==> config.mk <==
export PLATFORM = sky130hd
export DESIGN_NAME = status_word_flag_logic
export DESIGN_NICKNAME = d
export VERILOG_FILES = /design/src/verilog/status_flags_pkg.sv /design/src/verilog/status_word_flag_logic.sv
export SDC_FILE = /design/constraint.sdc
export NUM_CORES = 1
export LEC_CHECK = 0
export CAP_MARGIN = 25
export CORE_ASPECT_RATIO = 1.1
export CORE_MARGIN = 4
export CORE_UTILIZATION = 60
export CTS_BUF_LIST = sky130_fd_sc_hd__clkbuf_2
export CTS_CLUSTER_DIAMETER = 120
export DETAILED_ROUTE_END_ITERATION = 8
export DONT_BUFFER_PORTS = 1
export HOLD_SLACK_MARGIN = 0.06
export MAX_ROUTING_LAYER = met4
export PLACE_DENSITY_LB_ADDON = 0.08
export SYNTH_ARGS = -nofsm -noshare
export SYNTH_HDL_FRONTEND = slang
export SYNTH_SLANG_ARGS = --single-unit
==> constraint.sdc <==
create_clock -name clk_sys_in -period 7.6 [get_ports clk_sys_in]
set_clock_uncertainty 0.1 [all_clocks]
set_input_delay 1.52 -clock clk_sys_in [delete_from_list [all_inputs] [get_ports clk_sys_in]]
set_output_delay 1.52 -clock clk_sys_in [all_outputs]
set_load 0.1 [all_outputs]
==> src/verilog/status_flags_pkg.sv <==
// Package for the status word flag logic: register map, fields, operations
package status_flags_pkg;
  localparam logic [11:0] ADDR_FLAGS = 12'h000;
  localparam logic [11:0] ADDR_BANK_INFO = 12'h004;
  localparam int BIT_CARRY = 7;
  localparam int BIT_HALF = 6;
  localparam int BIT_USER0 = 5;
  localparam int BIT_BANK_HI = 4;
  localparam int BIT_BANK_LO = 3;
  localparam logic [7:0] FLAGS_RESET = 8'h00;
  localparam logic [7:0] FLAGS_IMPL_MASK = 8'hf8;
  localparam int REGS_PER_BANK = 8;

  typedef enum logic [3:0] {
    op_none = 4'h0,
    op_add = 4'h1,
    op_add_carry = 4'h2,
    op_minus = 4'h3,
    borrowing_minus_op = 4'h4,
    compare_op = 4'h5,
    op_carry_load = 4'h6,
    op_multiply = 4'h7,
    decimal_adjust_op = 4'h8
  } alu_op_t;

  typedef struct packed {
    alu_op_t op;
    logic [7:0] operand_a;
    logic [7:0] operand_b;
    logic carry_value;
  } alu_req_t;
endpackage : status_flags_pkg

==> src/verilog/status_word_flag_logic.sv <==
// Upper status word flags, bank select and APB register slave
`timescale 1ns/1ps
`default_nettype none
module status_word_flag_logic
(
  // Clock and reset
  input wire logic clk_sys_in,
  input wire logic rst_in,
  // APB slave
  input wire logic psel_in,
  input wire logic penable_in,
  input wire logic pwrite_in,
  input wire logic [11:0] paddr_in,
  input wire logic [31:0] pwdata_in,
  input wire logic [3:0] pstrb_in,
  output logic [31:0] prdata_out,
  output logic pready_out,
  output logic pslverr_out,
  // Datapath request, one-cycle valid
  input wire logic alu_valid_in,
  input wire status_flags_pkg::alu_req_t alu_req_in,
  // Working register index
  input wire logic [2:0] reg_index_in,
  // Flag and bank outputs
  output logic carry_out_flag_out,
  output logic half_carry_flag_out,
  output logic user_flag_zero_out,
  output logic [1:0] bank_out,
  output logic [4:0] reg_addr_out,
  // Datapath result
  output logic [7:0] alu_result_out
);
  import status_flags_pkg::*;

  logic carry_out_flag;
  logic half_carry_flag;
  logic user_flag_zero;
  logic bank_select_high;
  logic bank_select_low;
  logic next_carry;
  logic next_half;
  logic next_half_valid;
  logic [7:0] next_result;
  logic [8:0] sum9;
  logic [4:0] sum5;
  logic [15:0] product;
  logic [8:0] adjusted;
  logic [7:0] flags_word;
  logic apb_write;
  logic apb_read;
  logic addr_ok;

  function automatic logic [4:0] bank_addr(input logic [1:0] bank, input logic [2:0] n);
    bank_addr = {bank, n};
  endfunction : bank_addr

  assign apb_write = psel_in && penable_in && pwrite_in;
  assign apb_read = psel_in && penable_in && !pwrite_in;
  assign addr_ok = (paddr_in == ADDR_FLAGS) || (paddr_in == ADDR_BANK_INFO);
  assign pready_out = 1'b1;
  assign pslverr_out = psel_in && penable_in && !addr_ok;

  always_comb
  begin
    flags_word = FLAGS_RESET;
    flags_word[BIT_CARRY] = carry_out_flag;
    flags_word[BIT_HALF] = half_carry_flag;
    flags_word[BIT_USER0] = user_flag_zero;
    flags_word[BIT_BANK_HI] = bank_select_high;
    flags_word[BIT_BANK_LO] = bank_select_low;
  end

  // Datapath flag computation
  always_comb
  begin
    next_carry = carry_out_flag;
    next_half = half_carry_flag;
    next_half_valid = 1'b0;
    next_result = alu_result_out;
    sum9 = 9'h000;
    sum5 = 5'h00;
    product = 16'h0000;
    adjusted = 9'h000;
    unique case (alu_req_in.op)
      op_add, op_add_carry:
      begin
        sum9 = {1'b0, alu_req_in.operand_a} + {1'b0, alu_req_in.operand_b}
          + {8'h00, (alu_req_in.op == op_add_carry) && carry_out_flag};
        sum5 = {1'b0, alu_req_in.operand_a[3:0]} + {1'b0, alu_req_in.operand_b[3:0]}
          + {4'h0, (alu_req_in.op == op_add_carry) && carry_out_flag};
        next_carry = sum9[8];
        next_half = sum5[4];
        next_half_valid = 1'b1;
        next_result = sum9[7:0];
      end
      op_minus, borrowing_minus_op, compare_op:
      begin
        sum9 = {1'b0, alu_req_in.operand_a} - {1'b0, alu_req_in.operand_b}
          - {8'h00, (alu_req_in.op == borrowing_minus_op) && carry_out_flag};
        sum5 = {1'b0, alu_req_in.operand_a[3:0]} - {1'b0, alu_req_in.operand_b[3:0]}
          - {4'h0, (alu_req_in.op == borrowing_minus_op) && carry_out_flag};
        next_carry = sum9[8];
        next_half = sum5[4];
        next_half_valid = 1'b1;
        if (alu_req_in.op != compare_op)
        begin
          next_result = sum9[7:0];
        end
      end
      op_carry_load:
      begin
        // Rotate, shift, logical bit and bit move ops supply carry directly
        next_carry = alu_req_in.carry_value;
      end
      op_multiply:
      begin
        product = {8'h00, alu_req_in.operand_a} * {8'h00, alu_req_in.operand_b};
        next_carry = 1'b0;
        next_result = product[7:0];
      end
      decimal_adjust_op:
      begin
        adjusted = {1'b0, alu_req_in.operand_a};
        if (adjusted[3:0] > 4'h9 || half_carry_flag)
        begin
          adjusted = adjusted + 9'h006;
        end
        if (adjusted[7:4] > 4'h9 || adjusted[8] || carry_out_flag)
        begin
          adjusted = adjusted + 9'h060;
        end
        next_carry = adjusted[8] || carry_out_flag;
        next_result = adjusted[7:0];
      end
      default:
      begin
        next_carry = carry_out_flag;
      end
    endcase
  end

  // Carry and half carry: datapath wins over a software write in the same cycle
  always_ff @(posedge clk_sys_in or posedge rst_in)
  begin
    if (rst_in)
    begin
      carry_out_flag <= FLAGS_RESET[BIT_CARRY];
      half_carry_flag <= FLAGS_RESET[BIT_HALF];
    end
    else if (alu_valid_in)
    begin
      carry_out_flag <= next_carry;
      if (next_half_valid)
      begin
        half_carry_flag <= next_half;
      end
    end
    else if (apb_write && paddr_in == ADDR_FLAGS && pstrb_in[0])
    begin
      carry_out_flag <= pwdata_in[BIT_CARRY];
      half_carry_flag <= pwdata_in[BIT_HALF];
    end
  end

  // Software-only flag and bank bits
  always_ff @(posedge clk_sys_in or posedge rst_in)
  begin
    if (rst_in)
    begin
      user_flag_zero <= FLAGS_RESET[BIT_USER0];
      bank_select_high <= FLAGS_RESET[BIT_BANK_HI];
      bank_select_low <= FLAGS_RESET[BIT_BANK_LO];
    end
    else if (apb_write && paddr_in == ADDR_FLAGS && pstrb_in[0])
    begin
      user_flag_zero <= pwdata_in[BIT_USER0];
      bank_select_high <= pwdata_in[BIT_BANK_HI];
      bank_select_low <= pwdata_in[BIT_BANK_LO];
    end
  end

  always_ff @(posedge clk_sys_in or posedge rst_in)
  begin
    if (rst_in)
    begin
      alu_result_out <= 8'h00;
    end
    else if (alu_valid_in)
    begin
      alu_result_out <= next_result;
    end
  end

  always_ff @(posedge clk_sys_in or posedge rst_in)
  begin
    if (rst_in)
    begin
      prdata_out <= 32'h00000000;
    end
    else if (psel_in && !penable_in && !pwrite_in)
    begin
      if (paddr_in == ADDR_FLAGS)
      begin
        prdata_out <= {24'h000000, flags_word & FLAGS_IMPL_MASK};
      end
      else if (paddr_in == ADDR_BANK_INFO)
      begin
        prdata_out <= {24'h000000, 3'h0, bank_addr({bank_select_high, bank_select_low}, 3'h0)};
      end
      else
      begin
        prdata_out <= 32'h00000000;
      end
    end
  end

  assign carry_out_flag_out = carry_out_flag;
  assign half_carry_flag_out = half_carry_flag;
  assign user_flag_zero_out = user_flag_zero;
  assign bank_out = {bank_select_high, bank_select_low};
  assign reg_addr_out = bank_addr(bank_out, reg_index_in);

  logic unused_ok;
  assign unused_ok = apb_read ^ (|pwdata_in[31:8]) ^ (|pstrb_in[3:1]) ^ (|product[15:8]);
endmodule : status_word_flag_logic
`default_nettype wire

==> results of run 1 <==
==> where the power goes <==
part           internal, uW  total [uW]  leakage, uW  switching (uW)
Clock                  13.9        41.9    0.0000166            28.0
Sequential              108         209     0.000229             101
Combinational           118         345      0.00134             227
==> metal layers <==
| metal | wire, um | GRT usage | vias to the layer above | share of wire |
|---|---|---|---|---|
| met1 | 3240 | 0.308 | 1274 | 0.42 |
| li1 | - | - | 1337 | - |
| met3 | 636 | 0.0405 | 8 | 0.082 |
| met4 | 93 | 0.0469 | 0 | 0.012 |
| met5 | 0 | - | - | 0 |
| met2 | 3790 | 0.401 | 110 | 0.49 |
==> per-stage QoR <==
stage | power, uW | instances | setup WS, ns | hold slack, ns | utilization
global placement | 552 | 481 | 2.35 | 0.644 | 0.605
finish | 596 | 485 | 2.71 | 0.688 | 0.608
global route | 639 | 485 | 2.53 | 0.709 | 0.608
CTS | 598 | 485 | 2.67 | 0.662 | 0.608
floorplan | 516 | 449 | 2.59 | 0.409 | -
detailed placement | 556 | 481 | 2.32 | 0.642 | 0.605
==> critical path, cell delays in order <==
cell and delay (ns):
ha_1 0.23, fa_1 0.47, fa_1 0.49, ha_1 0.29
inv_1 0.05, fa_1 0.53, inv_1 0.05, ha_1 0.33
a21oi_1 0.21, xnor2_1 0.14, a22o_1 0.19, a2111oi_1 0.42
a311oi_1 0.07
==> registers in the layout, indices dropped and copies added (netlist names) <==
signal / flops
bank_select_low: 1
user_flag_zero_out: 1
bank_select_high: 1
prdata_out: 5
half_carry_flag_out: 1
alu_result_out: 8
carry_out_flag_out: 1
==> logic make-up (layout without fill, tap and decap cells) <==
| kind of cell | after synthesis | count (layout) | share of synthesized area |
|---|---|---|---|
| adder cells (fa/ha/maj) | 56 | 56 | 0.243 |
| multiplexers | 9 | 9 | 0.0282 |
| AND/OR/NAND/NOR | 114 | 114 | 0.173 |
| other | 2 | 28 | 0.00223 |
| buffers and inverters | 104 | 65 | 0.157 |
| XOR/XNOR | 36 | 36 | 0.0935 |
| flip-flops | 18 | 18 | 0.134 |
| AO/OA/AOI/OAI | 84 | 84 | 0.169 |
==> worst max path at each step <==
| stage | start | end | slack [ns] | cells past startpoint |
|---|---|---|---|---|
| floorplan | alu_req_in[10] | alu_result_out[6] | 2.59 | 13 |
| global placement | alu_req_in[3] | alu_result_out[6] | 2.35 | 13 |
| detailed placement | alu_req_in[3] | alu_result_out[6] | 2.32 | 13 |
| CTS | alu_req_in[3] | alu_result_out[6] | 2.67 | 13 |
| global route | alu_req_in[3] | alu_result_out[7] | 2.53 | 14 |
| finish | alu_req_in[3] | alu_result_out[6] | 2.71 | 13 |
==> Yosys cell counts (3+ instances only) <==
library cell / count / area, sq um
nor2b_1: 3 / 18.8
fa_1: 16 / 320
xnor2_1: 28 / 245
ha_1: 40 / 500
buf_4: 35 / 263
mux2i_1: 5 / 50.1
and2_1: 11 / 68.8
nand2b_1: 4 / 25.0
dfrtp_1: 18 / 450
a21oi_1: 21 / 105
a21o_1: 7 / 52.6
buf_2: 7 / 35.0
clkbuf_1: 5 / 18.8
a31oi_1: 3 / 18.8
inv_1: 55 / 206
nor3_1: 6 / 30.0
o21a_1: 3 / 22.5
nor4_1: 3 / 18.8
xor2_1: 8 / 70.1
nor2_1: 26 / 97.6
o21ai_0: 16 / 80.1
nand3_1: 9 / 45.0
nand4_1: 3 / 18.8
nand2_1: 36 / 135
o211ai_1: 4 / 30.0
mux2_2: 4 / 45.0
a221oi_1: 6 / 52.6
==> final cells by class <==
cell class,instances,area share
repair buffers,4,0.00909
flip-flops and latches,18,0.137
well taps,75,0.0284
clock buffers,4,0.00606
multi-input cells,327,0.755
inverters,57,0.0648
==> results.ini, run 1 <==
[final_layout]
multiInputGateArea_sq_um=2490
nNetsFinal=545
design_area_sq_um=3300
final_cell_mix=inv_1, ha_1, nand2_1, xnor2_1, conb_1
final_common_cell=inv_1
area_delta_synth_final_pct=-2.08
drive_gt1_frac=0.0707
nFillCells=516
antenna_cells=0
register_area_sq_um=453

[hold_path]
hold_depth=2
hp-class=reg -> reg
min_from=half_carry_flag_out
min_to=prdata_out[6]

[flow_run]
drv_cap=0

[grt]
grt_overflow_total=0
grt_max_degree=19
grt_usage=0.240
grt_pass1_vias=2636
antenna_found_initial=0
grt_first_pass_wirelength_mm=12.8

[die]
ios=130
coreArea_sq_um=5430
row_count=28
die_h_um=86.6
start_util=0.621
die_w_um=79.5
dieArea_sq_um=6890

[clock_tree]
cts_buffers=3
clk_pin_slew_worst_paths_ns=0.17
clock-sinks=18
cts_root_buf=clkbuf_2
clk_path_buf_depth=2
ctsResizeCount=0
cts-hold-fix-buffers=0
clk_latency_ns=0.31
h-tree-depth=1
cts_setup_buffers=0
cts_tree=done

[logic_synthesis]
synthCells=423
ys.flop_type=dfrtp_1
synthArstFlopShare=1.00
syn_area_sq_um=3370
ys_seq_elements=18
syn_area_per_cell_sq_um=7.97
yosysSeqAreaShare=0.134
synth-edff-count=0
yosysUniqueCellTypes=58
yosysWarningCount=0

[sta]
finalSetupViolations=0
max_freq_ghz=0.205
finalCritPeriodShare=0.643
hold_violations=0
fin_setup_tns_ns=0
tightest_slew_ns=1.06
period_needed_ns=4.89
relSlewSlack=0.296
rsz0062_at_grt=no
maxSlewViolCount=0

[critical_path]
r2r-end=alu_result_out[6]
start_kind=input pin
cp.required_ns=7.70
rrSetupSlack_ns=4.53
reg2reg_depth=10
crit_type=in -> reg
cp-end-kind=flop
r2r-start=carry_out_flag_out
crit_arrival_ns=4.99
cp_max_fo=7

[place]
io_buffers=0
hpwlAfterDp_mm=6.66
place_area_sq_um=3280
gp_congestion=0.945

[outcome]
status=finished, final reports clean

[drt]
drt_iter0_markers=201
vias=2729
via_per_inst=5.63
route.detailed.drc=0
drtAntennaViolNets=0
totalWireLength_mm=7.75
wire_per_inst_um=16.0
dr.pass1.iters=5

[pwr]
p_leak_uw=0.00159
ir_drop_uv=132
power.density_nw_per_um2=180

Note: power is estimated with default switching activity, not from simulation.
==> inputs of run 2 (changes only) <==
==> constraint.sdc (replaced) <==
create_clock -name clk_sys_in -period 4.6 [get_ports clk_sys_in]
set_clock_uncertainty 0.1 [all_clocks]
set_input_delay 0.92 -clock clk_sys_in [delete_from_list [all_inputs] [get_ports clk_sys_in]]
set_output_delay 0.92 -clock clk_sys_in [all_outputs]
set_load 0.1 [all_outputs]
==> run 2 against run 1 <==
Against the previous run:
- register-to-register slack worse by 3.0 ns
- cell area is 1.3% higher
- cell count is 1.2% higher
- critical path depth is 1 higher
- count of clock-buffer cells in the layout is 1 lower
- die area stayed put
- setup slack worse by 2.3 ns
- hold slack worse by 0.24 ns
- clock power is 62% higher
- highest routed layer unchanged
==> results.ini, run 2 (same netlist as run 1, synthesis figures left out) <==
[critical_path]
cp_max_fo=7  ; unchanged
rrSetupSlack_ns=1.53  ; -3.00 ns
cp.required_ns=4.73  ; -2.97 ns
r2r-end=alu_result_out[6]
cp-endpoint=alu_result_out[7]
critPathLaunch=alu_req_in[3]
crit_arrival_ns=4.33  ; -0.66 ns
reg2reg_depth=10  ; unchanged
cp-end-kind=flop
crit_type=in -> reg
start_kind=input pin
r2r-start=carry_out_flag_out

[drt]
vias=2753  ; +0.88%
totalWireLength_mm=7.68  ; -0.88%
via_per_inst=5.61  ; -0.35%
route.detailed.drc=0  ; unchanged
drt_iter0_markers=210  ; +4.5%
wire_per_inst_um=15.6  ; -2.1%
dr.pass1.iters=5  ; unchanged
drtAntennaViolNets=0  ; unchanged

[sta]
tightest_slew_ns=1.08  ; +0.0200 ns
rsz0062_at_grt=no
finalCritPeriodShare=0.914
fin_setup_tns_ns=0  ; unchanged
maxSlewViolCount=0  ; unchanged
relSlewSlack=0.282  ; -0.0134
period_needed_ns=4.20
finalSetupViolations=0  ; unchanged
max_freq_ghz=0.238
hold_violations=0  ; unchanged

[pwr]
swShare=0.595  ; -0.00226
internal_power_uw=400  ; +67%
ir_drop_uv=198  ; +49%
comb_power_share=0.586  ; +0.006
p_leak_uw=0.00161  ; +1.7%
p_clk_frac=0.069  ; about the same
power.total_uw=989  ; +66%
p_switching_uw=589  ; +65%
p_seq_frac=0.346  ; -0.004
power.density_nw_per_um2=296  ; +64%

[grt]
grt_usage=0.237  ; -0.00349
grt_pass1_vias=2666  ; +1.1%
grt_overflow_total=0  ; unchanged
grt_max_degree=19  ; unchanged
antenna_found_initial=0  ; unchanged
grt_first_pass_wirelength_mm=12.7  ; -0.86%

[clock_tree]
clk_latency_ns=0.32  ; about the same
cts_root_buf=clkbuf_2
cts_buffers=3  ; unchanged
h-tree-depth=1  ; unchanged
clk_path_buf_depth=2  ; unchanged
cts-hold-fix-buffers=0  ; unchanged
clk_pin_slew_worst_paths_ns=0.18  ; about the same
cts_setup_buffers=0  ; unchanged
cts_tree=done
ctsResizeCount=0  ; unchanged
clock-sinks=18  ; unchanged

[die]
ios=130  ; unchanged
start_util=0.621  ; unchanged
row_count=28  ; unchanged
dieArea_sq_um=6890  ; unchanged
die_h_um=86.6  ; unchanged
coreArea_sq_um=5430  ; unchanged
die_w_um=79.5  ; unchanged

[final_layout]
layoutNonFillerInstCount=491  ; +1.2%
top_register=alu_result_out
final_cell_mix=inv_1, ha_1, nand2_1, xnor2_1, conb_1
area_delta_synth_final_pct=-0.779
drive_gt1_frac=0.0817  ; +0.0110
final_common_cell=inv_1
largest_reg_flops=8  ; unchanged
nNetsFinal=551  ; +1.1%
antenna_cells=0  ; unchanged
reg.largest.list=alu_result_out: 8 flops, prdata_out: 5 flops

[outcome]
status=finished, final reports clean

[place]
io_buffers=0  ; unchanged
dp_cells=487  ; +1.2%
hpwlAfterDp_mm=6.56  ; -1.6%
gp_congestion=0.867  ; -8.3%

[hold_path]
hp-class=in -> async

[flow_run]
drv_cap=0  ; unchanged

==> run 2: worst min-delay path by stage <==
| stage | startpoint | to | slack, ns |
|---|---|---|---|
| floorplan | bank_select_low | prdata_out[3] | 0.41 |
| global placement | carry_out_flag_out | prdata_out[7] | 0.74 |
| detailed placement | carry_out_flag_out | prdata_out[7] | 0.74 |
| CTS | rst_in | prdata_out[7] | 0.48 |
| global route | rst_in | carry_out_flag_out | 0.50 |
| finish | rst_in | user_flag_zero_out | 0.45 |
==> run 2: power groups by stage <==
stage	Sequential (uW)	Combinational [uW]	Clock, uW
floorplan	374	479	0
global placement	345	572	0
detailed placement	346	579	0
CTS	343	581	67.2
global route	345	643	74.4
finish	342	579	67.8
==> run 2: routing by layer <==
metal,part of all wire,GRT usage,vias up
li1,-,-,1345
met3,0.073,0.0385,9
met1,0.43,0.302,1289
met5,0,-,-
met2,0.48,0.394,110
met4,0.016,0.0531,0
==> run 2: through the flow <==
stage                     setup WS (ns)   util  cell area (sq um)  hold slack [ns]
after global routing              0.150  0.616               3350            0.504
after global placement           0.0439  0.613               3330            0.739
after CTS                         0.359  0.616               3350            0.481
final                             0.396  0.616               3350            0.450
after floorplan                   0.193      -               3470            0.409
after detailed placement         0.0125  0.613               3330            0.743
==> run 2: worst max-delay path, stage by stage <==
cell	delay, ns
ha_1	0.21
fa_1	0.46
fa_1	0.50
ha_1	0.29
inv_1	0.05
fa_1	0.52
inv_1	0.04
ha_1	0.31
a21o_1	0.19
a21oi_1	0.21
xnor2_1	0.18
xnor2_1	0.13
a22oi_1	0.23
a2bb2oi_1	0.09
==> run 2: final cells by class <==
| class | count | area [sq um] |
|---|---|---|
| tap | 75 | 93.8 |
| clock inverter | 1 | 3.75 |
| timing repair buffer | 10 | 75.1 |
| inverter | 57 | 214 |
| sequential | 18 | 453 |
| fill | 506 | 2080 |
| clock buffer | 3 | 15.0 |
| multi-input combinational | 327 | 2490 |
==> inputs of run 3 (changes only) <==
--- a/config.mk
+++ b/config.mk
@@ -11,11 +11,13 @@
 export CORE_UTILIZATION = 60
 export CTS_BUF_LIST = sky130_fd_sc_hd__clkbuf_2
 export CTS_CLUSTER_DIAMETER = 120
+export CTS_CLUSTER_SIZE = 14
 export DETAILED_ROUTE_END_ITERATION = 8
 export DONT_BUFFER_PORTS = 1
 export HOLD_SLACK_MARGIN = 0.06
 export MAX_ROUTING_LAYER = met4
 export PLACE_DENSITY_LB_ADDON = 0.08
+export SETUP_SLACK_MARGIN = 0.5
 export SYNTH_ARGS = -nofsm -noshare
 export SYNTH_HDL_FRONTEND = slang
 export SYNTH_SLANG_ARGS = --single-unit
==> run 3 against run 2 <==
Against the previous run:
- die area is the same
- hold slack gained 0.024 ns
- cell area is essentially flat
- critical path depth grew 1
- largest power group unchanged
==> results.ini, run 3 (same netlist as run 1, synthesis figures left out) <==
[outcome]
status=finished, final reports clean

[grt]
antenna_found_initial=0  ; unchanged
grt_first_pass_wirelength_mm=12.6  ; -0.60%
grt_pass1_vias=2641  ; -0.94%
grt_max_degree=19  ; unchanged
grt_usage=0.238  ; +0.000896
grt_overflow_total=0  ; unchanged

[clock_tree]
cts_root_buf=clkbuf_2
clock-sinks=18  ; unchanged
cts_buffers=3  ; unchanged
clk_pin_slew_worst_paths_ns=0.18  ; about the same
clk_latency_ns=0.30  ; -0.02 ns
clk_path_buf_depth=2  ; unchanged
cts_tree=done
ctsResizeCount=0  ; unchanged
h-tree-depth=1  ; unchanged

[final_layout]
top_register=alu_result_out
nNetsFinal=545  ; -1.1%
area_delta_synth_final_pct=-0.742  ; about the same
final_cell_mix=inv_1, ha_1, nand2_1, xnor2_1, conb_1
largest_reg_flops=8  ; unchanged
reg.largest.list=alu_result_out: 8 flops, prdata_out: 5 flops
drive_gt1_frac=0.0927  ; +0.0110
final_common_cell=inv_1
antenna_cells=0  ; unchanged

[drt]
dr.pass1.iters=4  ; -1
wl_met3_um=559  ; unchanged
wire_per_inst_um=16.0  ; +2.5%
dr.max_layer_used=met4
via_per_inst=5.57  ; -0.60%
wl_met1_mm=3.30  ; +0.36%
drt_iter0_markers=168  ; -20%
totalWireLength_mm=7.78  ; +1.3%
drtAntennaViolNets=0  ; unchanged
vias=2703  ; -1.8%
wl_met2_mm=3.77  ; +1.5%
route.detailed.drc=0  ; unchanged

[pwr]
comb_power_share=0.588  ; +0.002
ir_drop_uv=202  ; +2.2%
p_seq_frac=0.344  ; -0.002
internal_power_uw=409  ; +2.2%
power.density_nw_per_um2=301  ; +1.9%
p_leak_uw=0.00158  ; -2.0%
swShare=0.594  ; -0.00115
p_switching_uw=599  ; +1.8%
p_clk_frac=0.068  ; about the same

[die]
coreArea_sq_um=5430  ; unchanged
die_w_um=79.5  ; unchanged
row_count=28  ; unchanged
ios=130  ; unchanged
dieArea_sq_um=6890  ; unchanged
start_util=0.621  ; unchanged
die_h_um=86.6  ; unchanged

[critical_path]
cp-end-kind=flop
reg2reg_depth=10  ; unchanged
crit_type=in -> reg
cp.required_ns=4.75  ; +0.02 ns
r2r-start=carry_out_flag_out
cp_max_fo=6  ; -1
start_kind=input pin
r2r-end=carry_out_flag_out
crit_arrival_ns=4.17  ; -0.16 ns
rrSetupSlack_ns=1.49  ; -0.04 ns

[place]
dpl_worst_slack_ns=0.266  ; +0.254 ns
gp_congestion=0.883  ; +1.9%
io_buffers=0  ; unchanged
hpwlAfterDp_mm=6.65  ; +1.4%

[sta]
maxSlewViolCount=0  ; unchanged
fin_setup_tns_ns=0  ; unchanged
relSlewSlack=0.298  ; +0.0152
max_freq_ghz=0.249  ; +4.6%
finalSetupViolations=0  ; unchanged
whs_ns=0.474  ; +0.0237 ns
fin_ws_ns=0.580  ; +0.185 ns
tightest_slew_ns=1.05  ; -0.0228 ns
finalCritPeriodShare=0.874  ; -0.0402
rsz0062_at_grt=no
hold_violations=0  ; unchanged
period_needed_ns=4.02  ; -0.185 ns

[hold_path]
hp-class=in -> async

[flow_run]
drv_cap=0  ; unchanged

[run 3: power by group through the flow]
stage,Clock [uW],Combinational (uW),Sequential (uW)
6_report,68.7,593,347
3_5_place_dp,0,593,351
2_1_floorplan,0,502,374
4_1_cts,69.8,596,348
5_1_grt,74.7,650,352
3_3_place_gp,0,582,350
[run 3: critical path, cell delays in order]
cell,delay (ns)
ha_1,0.17
inv_1,0.08
fa_1,0.53
inv_1,0.04
ha_1,0.27
inv_1,0.05
fa_1,0.49
fa_1,0.51
inv_2,0.05
ha_4,0.22
a21oi_2,0.19
xnor2_1,0.18
xnor2_1,0.18
a22oi_1,0.12
a2bb2oi_1,0.17
[run 3: how the worst max path moves through the flow]
| stage | end | depth (start not counted) | slack (ns) | from |
|---|---|---|---|---|
| after floorplan | alu_result_out[6] | 15 | 0.50 | alu_req_in[10] |
| after global placement | alu_result_out[6] | 14 | 0.25 | alu_req_in[4] |
| after detailed placement | alu_result_out[7] | 15 | 0.27 | alu_req_in[4] |
| after CTS | alu_result_out[7] | 15 | 0.60 | alu_req_in[4] |
| after global routing | alu_result_out[7] | 15 | 0.50 | alu_req_in[4] |
| final | alu_result_out[7] | 15 | 0.58 | alu_req_in[4] |
[run 3: repair_timing]
action / CTS / global route
hold buffers: 0 / 0
endpoints found under the setup margin: 0 / 1
setup buffers: 0 / 0
[run 3: area by class of cell]
class / instances / area (sq um)
clock buffer: 3 / 15.0
inverter: 57 / 214
multi-input combinational: 327 / 2540
sequential: 18 / 453
timing repair buffer: 4 / 30.0
fill: 506 / 2080
clock inverter: 1 / 3.75
tap: 75 / 93.8
[run 3: stage by stage]
stage | total power, uW | util | area [sq um] | cells
floorplan | 876 | - | 3530 | 449
global route | 1080 | 0.617 | 3350 | 485
finish | 1010 | 0.617 | 3350 | 485
CTS | 1010 | 0.617 | 3350 | 485
global placement | 932 | 0.613 | 3330 | 481
detailed placement | 945 | 0.613 | 3330 | 481
[run 3: per-layer routing]
layer  vias up  GRT usage
li1       1331          -
met1      1251      0.294
met2       109      0.405
met3        12     0.0343
met4         0     0.0625
met5         -          -
